File: config.mk
export PLATFORM = sky130hd
export DESIGN_NAME = pm_cfg_regs
export DESIGN_NICKNAME = d
export VERILOG_FILES = /design/src/pkg/pm_cfg_pkg.sv /design/src/rtl/pm_cfg_regs.sv
export VERILOG_INCLUDE_DIRS = /design/src /design/src/pkg
export SDC_FILE = /design/constraint.sdc
export NUM_CORES = 1
export LEC_CHECK = 0
export BUFFER_PORTS_ARGS = -buffer_cell sky130_fd_sc_hd__buf_2
export CAP_MARGIN = 20
export CORE_AREA = 2 2 100 175
export DETAILED_ROUTE_END_ITERATION = 8
export DIE_AREA = 0 0 102 177
export HOLD_SLACK_MARGIN = 0.1
export PLACE_DENSITY = 0.81
export SYNTH_ARGS = -nofsm -noshare
export SYNTH_HDL_FRONTEND = slang
export SYNTH_SLANG_ARGS = --single-unit
File: constraint.sdc
create_clock -name clk -period 1.7 [get_ports clk]
set_input_delay 0.34 -clock clk [delete_from_list [all_inputs] [get_ports clk]]
set_output_delay 0.34 -clock clk [all_outputs]
set_load 0.01 [all_outputs]
File: src/pkg/pm_cfg_consts.svh
// Offsets, field positions and reset values of the power management config bank
`ifndef PM_CFG_CONSTS_SVH
`define PM_CFG_CONSTS_SVH

`define OFS_FIRST_CAP_PTR 8'h34
`define OFS_POWER_CAP_HDR 8'h80
`define OFS_POWER_CTRL_STS 8'h84
`define OFS_IDLE_CAP_REC 8'h90
`define OFS_LATENCY_PTR 8'h98
`define OFS_IDLE_LOC_PTR 8'h9C
`define OFS_PG_CONFIG 8'hA0
`define OFS_SCRATCH_0 8'hB0
`define OFS_SCRATCH_1 8'hB4
`define OFS_SCRATCH_2 8'hB8
`define OFS_SCRATCH_3 8'hBC
`define OFS_INPUT_WORD 8'hC0

`define VAL_FIRST_CAP_PTR 32'h0000_0080
`define VAL_POWER_CAP_HDR 32'h0003_9001
`define VAL_IDLE_CAP_REC 32'hF014_0009
`define VAL_LATENCY_PTR 32'h0000_2101
`define VAL_IDLE_LOC_PTR 32'h0000_24C1
`define VAL_ZERO_WORD 32'h0000_0000

`define VAL_WAKE_SUPPORT 5'h00
`define VAL_LAT_SCALE 3'h2
`define VAL_LAT_VALUE 10'h000

`define BIT_WAKE_FLAG 15
`define BIT_WAKE_ENABLE 8
`define BIT_NO_SOFT_RESET 3
`define POS_WAKE_SUPPORT 27
`define BIT_SLEEP_ALLOW 19
`define BIT_POWER_GATE 18
`define BIT_IDLE_GATE 17
`define BIT_CTRL_REQUEST 16
`define POS_LAT_SCALE 10
`define POS_LAT_VALUE 0

`endif

File: src/pkg/pm_cfg_pkg.sv
// Types shared by the power management config bank and its users
package pm_cfg_pkg;

  typedef enum logic [1:0] {
    PWR_D0 = 2'b00,
    PWR_D3HOT = 2'b11
  } power_state_type;

  typedef struct packed {
    logic valid;
    logic write;
    logic [7:0] addr;
    logic [3:0] byte_en;
    logic [31:0] wdata;
  } cfg_req_type;

  typedef struct packed {
    logic ack;
    logic [31:0] rdata;
  } cfg_rsp_type;

endpackage

File: src/rtl/pm_cfg_regs.sv
// Power management and device idle configuration register bank
// Function
// - Power state field reports and accepts D0/D3hot
// - Writes of 01b or 10b are discarded
// - Interrupts blocked while in D3hot
// - No soft reset bit reads one
// - Sticky wake message enable gates wake messages
// - Sticky wake flag, set by hardware, write-one-clears
// - Wake support field reads zero, read-only
// - Capability header reads 39001h
// - Vendor idle capability reads F0140009h, chain ends
// - Latency pointer reads 2101h, read-only
// - Idle pointer reads 24C1h, read-only
// - Power gate allow clear means never gate
// - Idle gate allow gates when idle in D3hot
// - Controller request allow gates when idle
// - Sticky latency scale and value fields
// - Four read-write scratch words at B0h-BCh
// - Read-only input word at C0h
// - First capability pointer at 34h reads 80h
`include "pm_cfg_consts.svh"

module pm_cfg_regs (
  input wire logic clk, // 40 MHz clock
  input wire logic rst_n, // Power-on reset, returns everything to its reset value
  input wire logic func_rst_n, // Synchronous function reset, spares sticky bits
  input wire pm_cfg_pkg::cfg_req_type cfg_req, // Configuration access request
  output pm_cfg_pkg::cfg_rsp_type cfg_rsp, // Configuration access answer
  input wire logic wake_event, // Wake event pulse from the function
  output logic wake_message, // Wake message pulse to the platform
  input wire logic func_intr, // Interrupt request from the function
  output logic intr_out, // Interrupt after power state gating
  input wire logic func_idle, // Function reports it is idle
  input wire logic dev_idle, // Device idle indication set by driver
  output logic pg_request, // Power gate request to the controller
  output logic sleep_allow, // Sleep enable field
  output pm_cfg_pkg::power_state_type power_state, // Present power state
  input wire logic [31:0] gp_input // General purpose input pins
);
  import pm_cfg_pkg::*;

  logic wake_flag;
  logic wake_enable;
  logic sleep_en;
  logic power_gate_allow;
  logic idle_gate_allow;
  logic controller_gate_request_allow;
  logic [2:0] latency_scale_field;
  logic [9:0] latency_value_field;
  logic latency_locked;
  logic [31:0] scratch_word [4];
  logic [31:0] input_word;
  logic [31:0] next_rdata;

  logic wr_access;
  logic rd_access;
  logic [31:0] wmask;

  function automatic logic [31:0] byte_mask(input logic [3:0] be);
    byte_mask = {{8{be[3]}}, {8{be[2]}}, {8{be[1]}}, {8{be[0]}}};
  endfunction

  function automatic logic [31:0] merge_word(input logic [31:0] old_val,
                                             input logic [31:0] new_val,
                                             input logic [31:0] mask);
    merge_word = (old_val & ~mask) | (new_val & mask);
  endfunction

  function automatic logic hit(input logic [7:0] addr, input logic [7:0] ofs);
    hit = (addr[7:2] == ofs[7:2]);
  endfunction

  assign wr_access = cfg_req.valid && cfg_req.write;
  assign rd_access = cfg_req.valid && !cfg_req.write;
  assign wmask = byte_mask(cfg_req.byte_en);

  // Power state is not sticky; leaving D3hot keeps all other state
  always_ff @(posedge clk or negedge rst_n) begin
    if (!rst_n) begin
      power_state <= PWR_D0;
    end else if (!func_rst_n) begin
      power_state <= PWR_D0;
    end else if (wr_access && hit(cfg_req.addr, `OFS_POWER_CTRL_STS) && cfg_req.byte_en[0]) begin
      if (cfg_req.wdata[1:0] == PWR_D0) begin
        power_state <= PWR_D0;
      end else if (cfg_req.wdata[1:0] == PWR_D3HOT) begin
        power_state <= PWR_D3HOT;
      end
      // Reserved encodings fall through, state unchanged
    end
  end

  // Sticky wake enable and flag survive the function reset
  always_ff @(posedge clk or negedge rst_n) begin
    if (!rst_n) begin
      wake_enable <= 1'b0;
    end else if (wr_access && hit(cfg_req.addr, `OFS_POWER_CTRL_STS) && cfg_req.byte_en[1]) begin
      wake_enable <= cfg_req.wdata[`BIT_WAKE_ENABLE];
    end
  end

  always_ff @(posedge clk or negedge rst_n) begin
    if (!rst_n) begin
      wake_flag <= 1'b0;
    end else if (wake_event) begin
      // Set beats a simultaneous clear so no event is lost
      wake_flag <= 1'b1;
    end else if (wr_access && hit(cfg_req.addr, `OFS_POWER_CTRL_STS)
                 && cfg_req.byte_en[1] && cfg_req.wdata[`BIT_WAKE_FLAG]) begin
      wake_flag <= 1'b0;
    end
  end

  always_ff @(posedge clk or negedge rst_n) begin
    if (!rst_n) begin
      wake_message <= 1'b0;
    end else begin
      wake_message <= wake_event && wake_enable;
    end
  end

  // Sticky power gating enables
  always_ff @(posedge clk or negedge rst_n) begin
    if (!rst_n) begin
      sleep_en <= 1'b1;
      power_gate_allow <= 1'b1;
      idle_gate_allow <= 1'b1;
      controller_gate_request_allow <= 1'b1;
    end else if (wr_access && hit(cfg_req.addr, `OFS_PG_CONFIG) && cfg_req.byte_en[2]) begin
      sleep_en <= cfg_req.wdata[`BIT_SLEEP_ALLOW];
      power_gate_allow <= cfg_req.wdata[`BIT_POWER_GATE];
      idle_gate_allow <= cfg_req.wdata[`BIT_IDLE_GATE];
      controller_gate_request_allow <= cfg_req.wdata[`BIT_CTRL_REQUEST];
    end
  end

  // Latency fields: written once by firmware, then held until power loss
  always_ff @(posedge clk or negedge rst_n) begin
    if (!rst_n) begin
      latency_scale_field <= `VAL_LAT_SCALE;
      latency_value_field <= `VAL_LAT_VALUE;
      latency_locked <= 1'b0;
    end else if (wr_access && hit(cfg_req.addr, `OFS_PG_CONFIG)
                 && (cfg_req.byte_en[1:0] != 2'h0) && !latency_locked) begin
      latency_locked <= 1'b1;
      if (cfg_req.byte_en[0]) begin
        latency_value_field[7:0] <= cfg_req.wdata[7:0];
      end
      if (cfg_req.byte_en[1]) begin
        latency_value_field[9:8] <= cfg_req.wdata[9:8];
        latency_scale_field <= cfg_req.wdata[12:10];
      end
    end
  end

  // Scratch words are plain storage, cleared by either reset
  always_ff @(posedge clk or negedge rst_n) begin
    if (!rst_n) begin
      for (int i = 0; i < 4; i++) begin
        scratch_word[i] <= `VAL_ZERO_WORD;
      end
    end else if (!func_rst_n) begin
      for (int i = 0; i < 4; i++) begin
        scratch_word[i] <= `VAL_ZERO_WORD;
      end
    end else if (wr_access) begin
      if (hit(cfg_req.addr, `OFS_SCRATCH_0)) begin
        scratch_word[0] <= merge_word(scratch_word[0], cfg_req.wdata, wmask);
      end
      if (hit(cfg_req.addr, `OFS_SCRATCH_1)) begin
        scratch_word[1] <= merge_word(scratch_word[1], cfg_req.wdata, wmask);
      end
      if (hit(cfg_req.addr, `OFS_SCRATCH_2)) begin
        scratch_word[2] <= merge_word(scratch_word[2], cfg_req.wdata, wmask);
      end
      if (hit(cfg_req.addr, `OFS_SCRATCH_3)) begin
        scratch_word[3] <= merge_word(scratch_word[3], cfg_req.wdata, wmask);
      end
    end
  end

  // Input word follows the pins; bus writes never reach it
  always_ff @(posedge clk or negedge rst_n) begin
    if (!rst_n) begin
      input_word <= `VAL_ZERO_WORD;
    end else begin
      input_word <= gp_input;
    end
  end

  // Read mux; anything not decoded reads zero
  always_comb begin
    next_rdata = `VAL_ZERO_WORD;
    // Compare dword-aligned offsets; low address bits never select a byte lane here
    unique case ({cfg_req.addr[7:2], 2'b00})
      `OFS_FIRST_CAP_PTR: next_rdata = `VAL_FIRST_CAP_PTR;
      `OFS_POWER_CAP_HDR: begin
        next_rdata = `VAL_POWER_CAP_HDR;
        next_rdata[31:27] = `VAL_WAKE_SUPPORT;
      end
      `OFS_POWER_CTRL_STS: begin
        next_rdata[1:0] = power_state;
        next_rdata[`BIT_NO_SOFT_RESET] = 1'b1;
        next_rdata[`BIT_WAKE_ENABLE] = wake_enable;
        next_rdata[`BIT_WAKE_FLAG] = wake_flag;
      end
      `OFS_IDLE_CAP_REC: next_rdata = `VAL_IDLE_CAP_REC;
      `OFS_LATENCY_PTR: next_rdata = `VAL_LATENCY_PTR;
      `OFS_IDLE_LOC_PTR: next_rdata = `VAL_IDLE_LOC_PTR;
      `OFS_PG_CONFIG: begin
        next_rdata[`BIT_SLEEP_ALLOW] = sleep_en;
        next_rdata[`BIT_POWER_GATE] = power_gate_allow;
        next_rdata[`BIT_IDLE_GATE] = idle_gate_allow;
        next_rdata[`BIT_CTRL_REQUEST] = controller_gate_request_allow;
        next_rdata[12:10] = latency_scale_field;
        next_rdata[9:0] = latency_value_field;
      end
      `OFS_SCRATCH_0: next_rdata = scratch_word[0];
      `OFS_SCRATCH_1: next_rdata = scratch_word[1];
      `OFS_SCRATCH_2: next_rdata = scratch_word[2];
      `OFS_SCRATCH_3: next_rdata = scratch_word[3];
      `OFS_INPUT_WORD: next_rdata = input_word;
      default: next_rdata = `VAL_ZERO_WORD;
    endcase
  end

  // Every request is answered one cycle later; writes return zero data
  always_ff @(posedge clk or negedge rst_n) begin
    if (!rst_n) begin
      cfg_rsp <= '0;
    end else begin
      cfg_rsp.ack <= cfg_req.valid;
      cfg_rsp.rdata <= rd_access ? next_rdata : `VAL_ZERO_WORD;
    end
  end

  // Gating decisions are registered so the controller sees clean levels
  always_ff @(posedge clk or negedge rst_n) begin
    if (!rst_n) begin
      pg_request <= 1'b0;
      intr_out <= 1'b0;
    end else begin
      // Power gate allow is the master switch over the other sources
      pg_request <= power_gate_allow && func_idle
                    && (dev_idle
                        || (idle_gate_allow && power_state == PWR_D3HOT)
                        || controller_gate_request_allow);
      intr_out <= func_intr && (power_state != PWR_D3HOT);
    end
  end

  assign sleep_allow = sleep_en;

endmodule

==> flow_summary.json, run 1 <==
{
  "antenna_found_initial": 1,
  "p_leak_nw": 5.27,
  "die_area_um2": 18100,
  "synth-main-ff-cell": "dfrtp_1",
  "cts.sinks": 217,
  "crit_path_end_kind": "flip-flop",
  "antenna_left": 0,
  "p_int_mw": 8.21,
  "h-tree-depth": 1,
  "slew_viol_final": 0,
  "gp_congestion": 0.838,
  "synth_seq_area_share_pct": 57.2,
  "grt_max_degree": 66,
  "portBuffers": 121,
  "vias": 7206,
  "drive_above_1_share_pct": 29.8,
  "skew_ns": 0.00664,
  "ir_worst_vdd_mv": 0.998,
  "clk_pin_slew_ns": 0.06,
  "synthArstFlopShare_pct": 100,
  "finalCritPeriodShare_pct": 96.6,
  "slew-limit-headroom_pct": 69.5,
  "hpwl_um": 16600,
  "syn_nets": 871,
  "syn_area_um2": 9510,
  "cts_root_buf": "clkbuf_16",
  "die_y_um": 177,
  "row_count": 63,
  "tns_ns": 0,
  "drt_wl_total_um": 24900,
  "clkPwrFrac_pct": 43.2,
  "clockBufferDepth": 3,
  "hold_viol": 0,
  "p_sw_mw": 2.32,
  "finalCriticalPeriod_ns": 1.64,
  "hp-class": "primary input to flip-flop",
  "crit_fanout": 8,
  "syn_avg_cell_area_um2": 12.1,
  "combPwrFrac_pct": 6.8,
  "p_per_area_nw_per_um2": 850,
  "overflow": 0,
  "grt_usage_pct": 28.3,
  "initial_core_util_pct": 56.9,
  "seqPwrFrac_pct": 50.1,
  "ys_ff_latch": 217,
  "final_core_util_pct": 74.1,
  "grt_pass1_wl_um": 39600,
  "cts_tree": "built",
  "syn_to_final_growth_pct": 30.3,
  "grt_pass1_vias": 7722,
  "fp.dieW_um": 102,
  "criticalPathCategory": "primary input to flip-flop",
  "setup_viol": 0,
  "final.fill_count": 1154,
  "coreArea_um2": 16700,
  "critPathLaunchType": "primary input",
  "worst_pin_slew_ns": 0.452,
  "nets": 1100,
  "yosys_warnings": 0,
  "post_drt_via_cell_ratio": 5.74,
  "crit_arrival_ns": 2.02,
  "fmax_mhz": 609,
  "synth_edf_count": 0,
  "holdWs_ns": 0.150,
  "synthCells": 786,
  "clock_latency_ns": 0.49,
  "ys_types": 48,
  "required_ns": 2.08,
  "drc": 0,
  "drt_iter0_drc": 337,
  "ios": 124,
  "power_mw": 10.5,
  "antennaDiodeCount": 0,
  "dr.pass1.iters": 5,
  "maxCapViolations": 0,
  "cts-buffers-inserted": 20,
  "p_sw_share_pct": 22.0,
  "status": "finished, final reports clean",
  "wl_per_cell_um": 19.9
}
worst max-delay path, stage by stage:
cell	delay, ns
dlygate4sd3_1	0.52
buf_2	0.24
nand3_1	0.16
buf_12	0.18
nor2_4	0.12
buf_12	0.15
mux2i_1	0.22
nor2b_1	0.07
cell usage after synthesis (2+ instances only):
library cell  number  area, um2
nor2_2            11       68.8
a21oi_1           19       95.1
a31oi_1           34        213
nor2_1            14       52.6
a22oi_1           59        443
a211oi_1           3       22.5
buf_4              2       15.0
o21a_1             2       15.0
dfrtp_1          212       5310
mux2_2            19        214
nand3b_1           3       22.5
inv_1              4       15.0
a221oi_1           8       70.1
nand2_1           40        150
a21boi_0           8       60.1
o21ai_0            6       30.0
nand3_2            2       20.0
buf_2              7       35.0
nand3_1            6       30.0
mux2i_1          120       1200
nor2b_1          124        776
nor3_1             2       10.0
and2_1             2       12.5
nor2_8             4       80.1
a22o_1             4       35.0
or2_2              3       18.8
a21o_1             2       15.0
dfstp_2            5        131
clkbuf_1          36        135
nand2b_1           3       18.8
and3_1             2       12.5
nor3b_1            4       30.0
final timing paths:
check	slack (ns)	end	from	cells past startpoint
setup reg to reg	0.14	pg_request	power_state[0]	3
min in group asynchronous	0.29	scratch_word[19]	rst_n	2
setup / recovery	0.06	scratch_word[75]	cfg_req[45]	8
hold / removal	0.15	idle_gate_allow	cfg_req[17]	2
hold reg to reg	0.51	latency_value_field[5]	latency_value_field[5]	1
max in group asynchronous	0.81	scratch_word[66]	rst_n	3
cell usage in the layout, fill, tap and decap left out, drive strengths merged, types with 3 or more instances in the layout:
master and instances:
nor2b 124, mux2i 120, a31oi 34, a21boi 8
nor2 29, a21oi 19, dfrtp 212, or2 3
a221oi 8, o21ai 7, clkinv 4, a22o 4
nand2 40, nand3 8, dlygate4sd3 38, nand3b 3
clkbuf 28, dfstp 5, mux2 19, a22oi 59
a211oi 3, inv 4, buf 213, nor3b 5
nand2b 3
what timing repair did:
action	CTS	global route
resized for setup	1	7
hold buffers	38	0
pin swaps	0	1
hold endpoints to repair	252	0
buffers inserted	0	0
setup endpoints to repair	1	36
state kept, by name, summed over array words and instances, names as in the netlist:
register / cells
sleep_allow: 1
input_word: 32
latency_scale_field: 3
power_gate_allow: 1
power_state: 1
wake_enable: 1
idle_gate_allow: 1
wake_message: 1
scratch_word: 128
latency_value_field: 10
wake_flag: 1
controller_gate_request_allow: 1
latency_locked: 1
cfg_rsp: 33
pg_request: 1
intr_out: 1
cells by family (layout without fill, tap and decap cells):
kind of cell	after synthesis	count (layout)	share of synthesized area, %
buf+inv	49	291	2.11
flops	217	217	57.2
compound gates	154	154	11.3
mux	139	139	14.9
simple gates	227	227	14.5
per-stage QoR:
stage                     area, um2  worst slack, ns  instances
after floorplan                9680           -0.352        786
after global placement        11300           -0.433       1182
after detailed placement      11300           -0.487       1182
after CTS                     12400           0.0203       1255
after global routing          12400         -0.00810       1255
final                         12400           0.0577       1255
routing by layer:
layer	vias to the layer above	global-route usage, %	part of all wire [%]	wire, um
li1	3270	-	-	-
met1	3606	35.9	39	9690
met2	256	47.7	52	12900
met3	72	4.30	5.2	1310
met4	2	12.4	4.3	1060
met5	-	0	0.028	7
power groups by stage:
stage	logic (mW)	clock network [mW]	registers (mW)
2_1_floorplan	0.236	0	5.36
3_5_place_dp	0.633	0	5.37
6_report	0.711	4.55	5.27
5_1_grt	0.771	4.80	5.27
3_3_place_gp	0.626	0	5.36
4_1_cts	0.704	4.62	5.27
area by class of cell:
class | instances | area [um2] | share of cell area, %
Clock buffer | 27 | 568 | 4.59
Sequential cell | 217 | 5440 | 43.9
Timing Repair Buffer | 252 | 1970 | 15.9
Inverter | 4 | 15.0 | 0.121
Multi-Input combinational cell | 520 | 4020 | 32.4
Tap cell | 227 | 284 | 2.29
Clock inverter | 8 | 95.1 | 0.768
No activity file was read; power rests on OpenSTA's default activity.
==> inputs of run 2 (changes only) <==
--- a/config.mk
+++ b/config.mk
@@ -6,7 +6,7 @@
 export SDC_FILE = /design/constraint.sdc
 export NUM_CORES = 1
 export LEC_CHECK = 0
-export BUFFER_PORTS_ARGS = -buffer_cell sky130_fd_sc_hd__buf_2
+export BUFFER_PORTS_ARGS = -buffer_cell sky130_fd_sc_hd__buf_4
 export CAP_MARGIN = 20
 export CORE_AREA = 2 2 100 175
 export DETAILED_ROUTE_END_ITERATION = 8
==> run 2 against run 1 <==
  * First-iteration DRC count increased by 50%
  * Cell count up 0.32%
  * Via count increased by 1.2%
  * Worst hold slack got worse by 0.033 ns
  * Flip-flop and latch count is the same
  * Worst setup slack better by 0.023 ns
  * Routed wire length is 2.9% higher
  * Maximum frequency is 1.4% higher
  * Critical path depth is the same
  * Largest power group unchanged
  * Highest routed layer is now met4
==> flow_summary.json, run 2 (synthesized netlist as in run 1, its figures left out) <==
{
  "status": "finished, final reports clean",
  "hpwl_um": 16800,
  "antenna_left": 0,
  "required_ns": 2.08,
  "p_leak_nw": 5.34,
  "die_y_um": 177,
  "vias": 7296,
  "setup_viol": 0,
  "cp_num_buf_inv": 3,
  "fmax_mhz": 618,
  "largest_reg_flops": 128,
  "finalCritPeriodShare_pct": 95.2,
  "hold_viol": 0,
  "slew_viol_final": 0,
  "h-tree-depth": 1,
  "regToRegEndpoint": "pg_request",
  "clockBufferDepth": 3,
  "cpMaxStageDelayCell": "or4b_4",
  "final_cell_mix": "211 x dfrtp_1, 198 x buf_4, 124 x nor2b_1",
  "clock_latency_ns": 0.50,
  "crit_arrival_ns": 2.00,
  "combPwrFrac_pct": 7.3,
  "cp.depth": 8,
  "wl_per_cell_um": 20.4,
  "p_sw_mw": 2.32,
  "power_mw": 10.6,
  "ir_worst_vdd_mv": 0.763,
  "cp_cell_sequence": "buf_4, or4b_4, buf_4, nor2_2, buf_4, a22o_1, a21oi_1, a31oi_1",
  "crit_path_end_kind": "flip-flop",
  "p_sw_share_pct": 21.8,
  "antenna_found_initial": 0,
  "row_count": 63,
  "syn_to_final_growth_pct": 33.5,
  "nets": 1105,
  "slew-limit-headroom_pct": 62.7,
  "r2r_slack_ns": 0.22,
  "cts.sinks": 217,
  "p_int_mw": 8.31,
  "skew_ns": 0.00707,
  "crit_top_cell": "buf_4",
  "r2r-start": "power_state[0]",
  "grt_max_degree": 66,
  "crit_start": "cfg_req[42]",
  "seqCellArea_um2": 5440,
  "drc": 0,
  "critPathCapture": "cfg_rsp[15]",
  "grt_pass1_vias": 7792,
  "cts_root_buf": "clkbuf_16",
  "drive_above_1_share_pct": 29.8,
  "fp.dieW_um": 102,
  "top_regs": "scratch_word x128, cfg_rsp x33, input_word x32",
  "layout_commonest_cell": "dfrtp_1",
  "holdWs_ns": 0.117,
  "clkPwrFrac_pct": 43.1,
  "clk_pin_slew_ns": 0.07,
  "rsz0062_at_grt": "no",
  "drt_wl_total_um": 25700,
  "finalCriticalPeriod_ns": 1.62,
  "crit_family": "simple AND/OR/NAND/NOR gates",
  "critPathLaunchType": "primary input",
  "top_register": "scratch_word",
  "coreArea_um2": 16700,
  "overflow": 0,
  "reg2regPathDepth": 3,
  "crit_fanout": 7,
  "p_per_area_nw_per_um2": 837,
  "drt_iter0_drc": 504,
  "cts_tree": "built",
  "final.fill_count": 1110,
  "worst_pin_slew_ns": 0.560,
  "grt_pass1_wl_um": 40700,
  "hp-class": "primary input to flip-flop",
  "maxCapViolations": 0,
  "dr.pass1.iters": 4,
  "grt_usage_pct": 29.2,
  "seqPwrFrac_pct": 49.6,
  "die_area_um2": 18100,
  "portBuffers": 121,
  "initial_core_util_pct": 56.9,
  "ios": 124,
  "multi_input_area_um2": 4010,
  "post_drt_via_cell_ratio": 5.80,
  "antennaDiodeCount": 0,
  "slowest_delay_ns": 0.58,
  "criticalPathCategory": "primary input to flip-flop",
  "gp_congestion": 0.860,
  "cts-buffers-inserted": 20
}
[run 2: cell count changes in the layout (fill, tap and decap cells not counted), sizes merged]
cell | before | now
buf | 213 | 218
clkbuf | 28 | 30
clkinv | 4 | 2
clkinvlp | 2 | 1
[run 2: through the flow]
| step | setup TNS, ns | cell area (um2) | worst slack, ns | instances | util (%) |
|---|---|---|---|---|---|
| 4_1_cts | 0 | 12700 | 0.00141 | 1259 | 75.8 |
| 3_3_place_gp | -44.24 | 11600 | -0.455 | 1187 | 69.6 |
| 5_1_grt | 0 | 12700 | 0.0181 | 1259 | 75.9 |
| 2_1_floorplan | -18.01 | 9680 | -0.352 | 786 | - |
| 6_report | 0 | 12700 | 0.0808 | 1259 | 75.9 |
| 3_5_place_dp | -49.43 | 11600 | -0.513 | 1187 | 69.6 |
[run 2: worst min-delay path by stage]
stage,start,endpoint,slack (ns),depth (start not counted)
after global placement,rst_n,scratch_word[49],0.33,1
after floorplan,rst_n,cfg_rsp[0],0.04,0
after CTS,cfg_req[10],latency_scale_field[0],0.11,2
after detailed placement,rst_n,scratch_word[48],0.33,1
final,cfg_req[10],latency_scale_field[0],0.12,2
after global routing,cfg_req[6],latency_value_field[6],0.11,2
[run 2: area by class of cell]
| class | instances | share of cell area [%] |
|---|---|---|
| repair buffers | 257 | 18.0 |
| clock buffers | 29 | 4.61 |
| well taps | 227 | 2.24 |
| clock inverters | 5 | 0.611 |
| flip-flops and latches | 217 | 42.9 |
| inverters | 4 | 0.118 |
| multi-input cells | 520 | 31.6 |
[run 2: repair_timing]
action / in CTS / in global routing
buffers inserted: 0 / 0
endpoints found under the setup margin: 0 / 16
resized for setup: 0 / 4
hold buffers: 38 / 0
hold endpoints to repair: 78 / 0
[run 2: layer usage]
layer / global-route usage [%] / vias to the layer above / share of wire [%]
met2: 49.7 / 279 / 53
met5: 0 / - / 0
met3: 4.15 / 77 / 5.2
met1: 36.3 / 3677 / 38
li1: - / 3263 / -
met4: 13.9 / 0 / 3.9
[run 2: power groups by stage]
stage / clock [mW] / combinational, mW / sequential (mW)
after floorplan: 0 / 0.236 / 5.36
after CTS: 4.64 / 0.767 / 5.27
after detailed placement: 0 / 0.694 / 5.37
after global routing: 4.82 / 0.832 / 5.28
after global placement: 0 / 0.686 / 5.36
final: 4.58 / 0.772 / 5.27
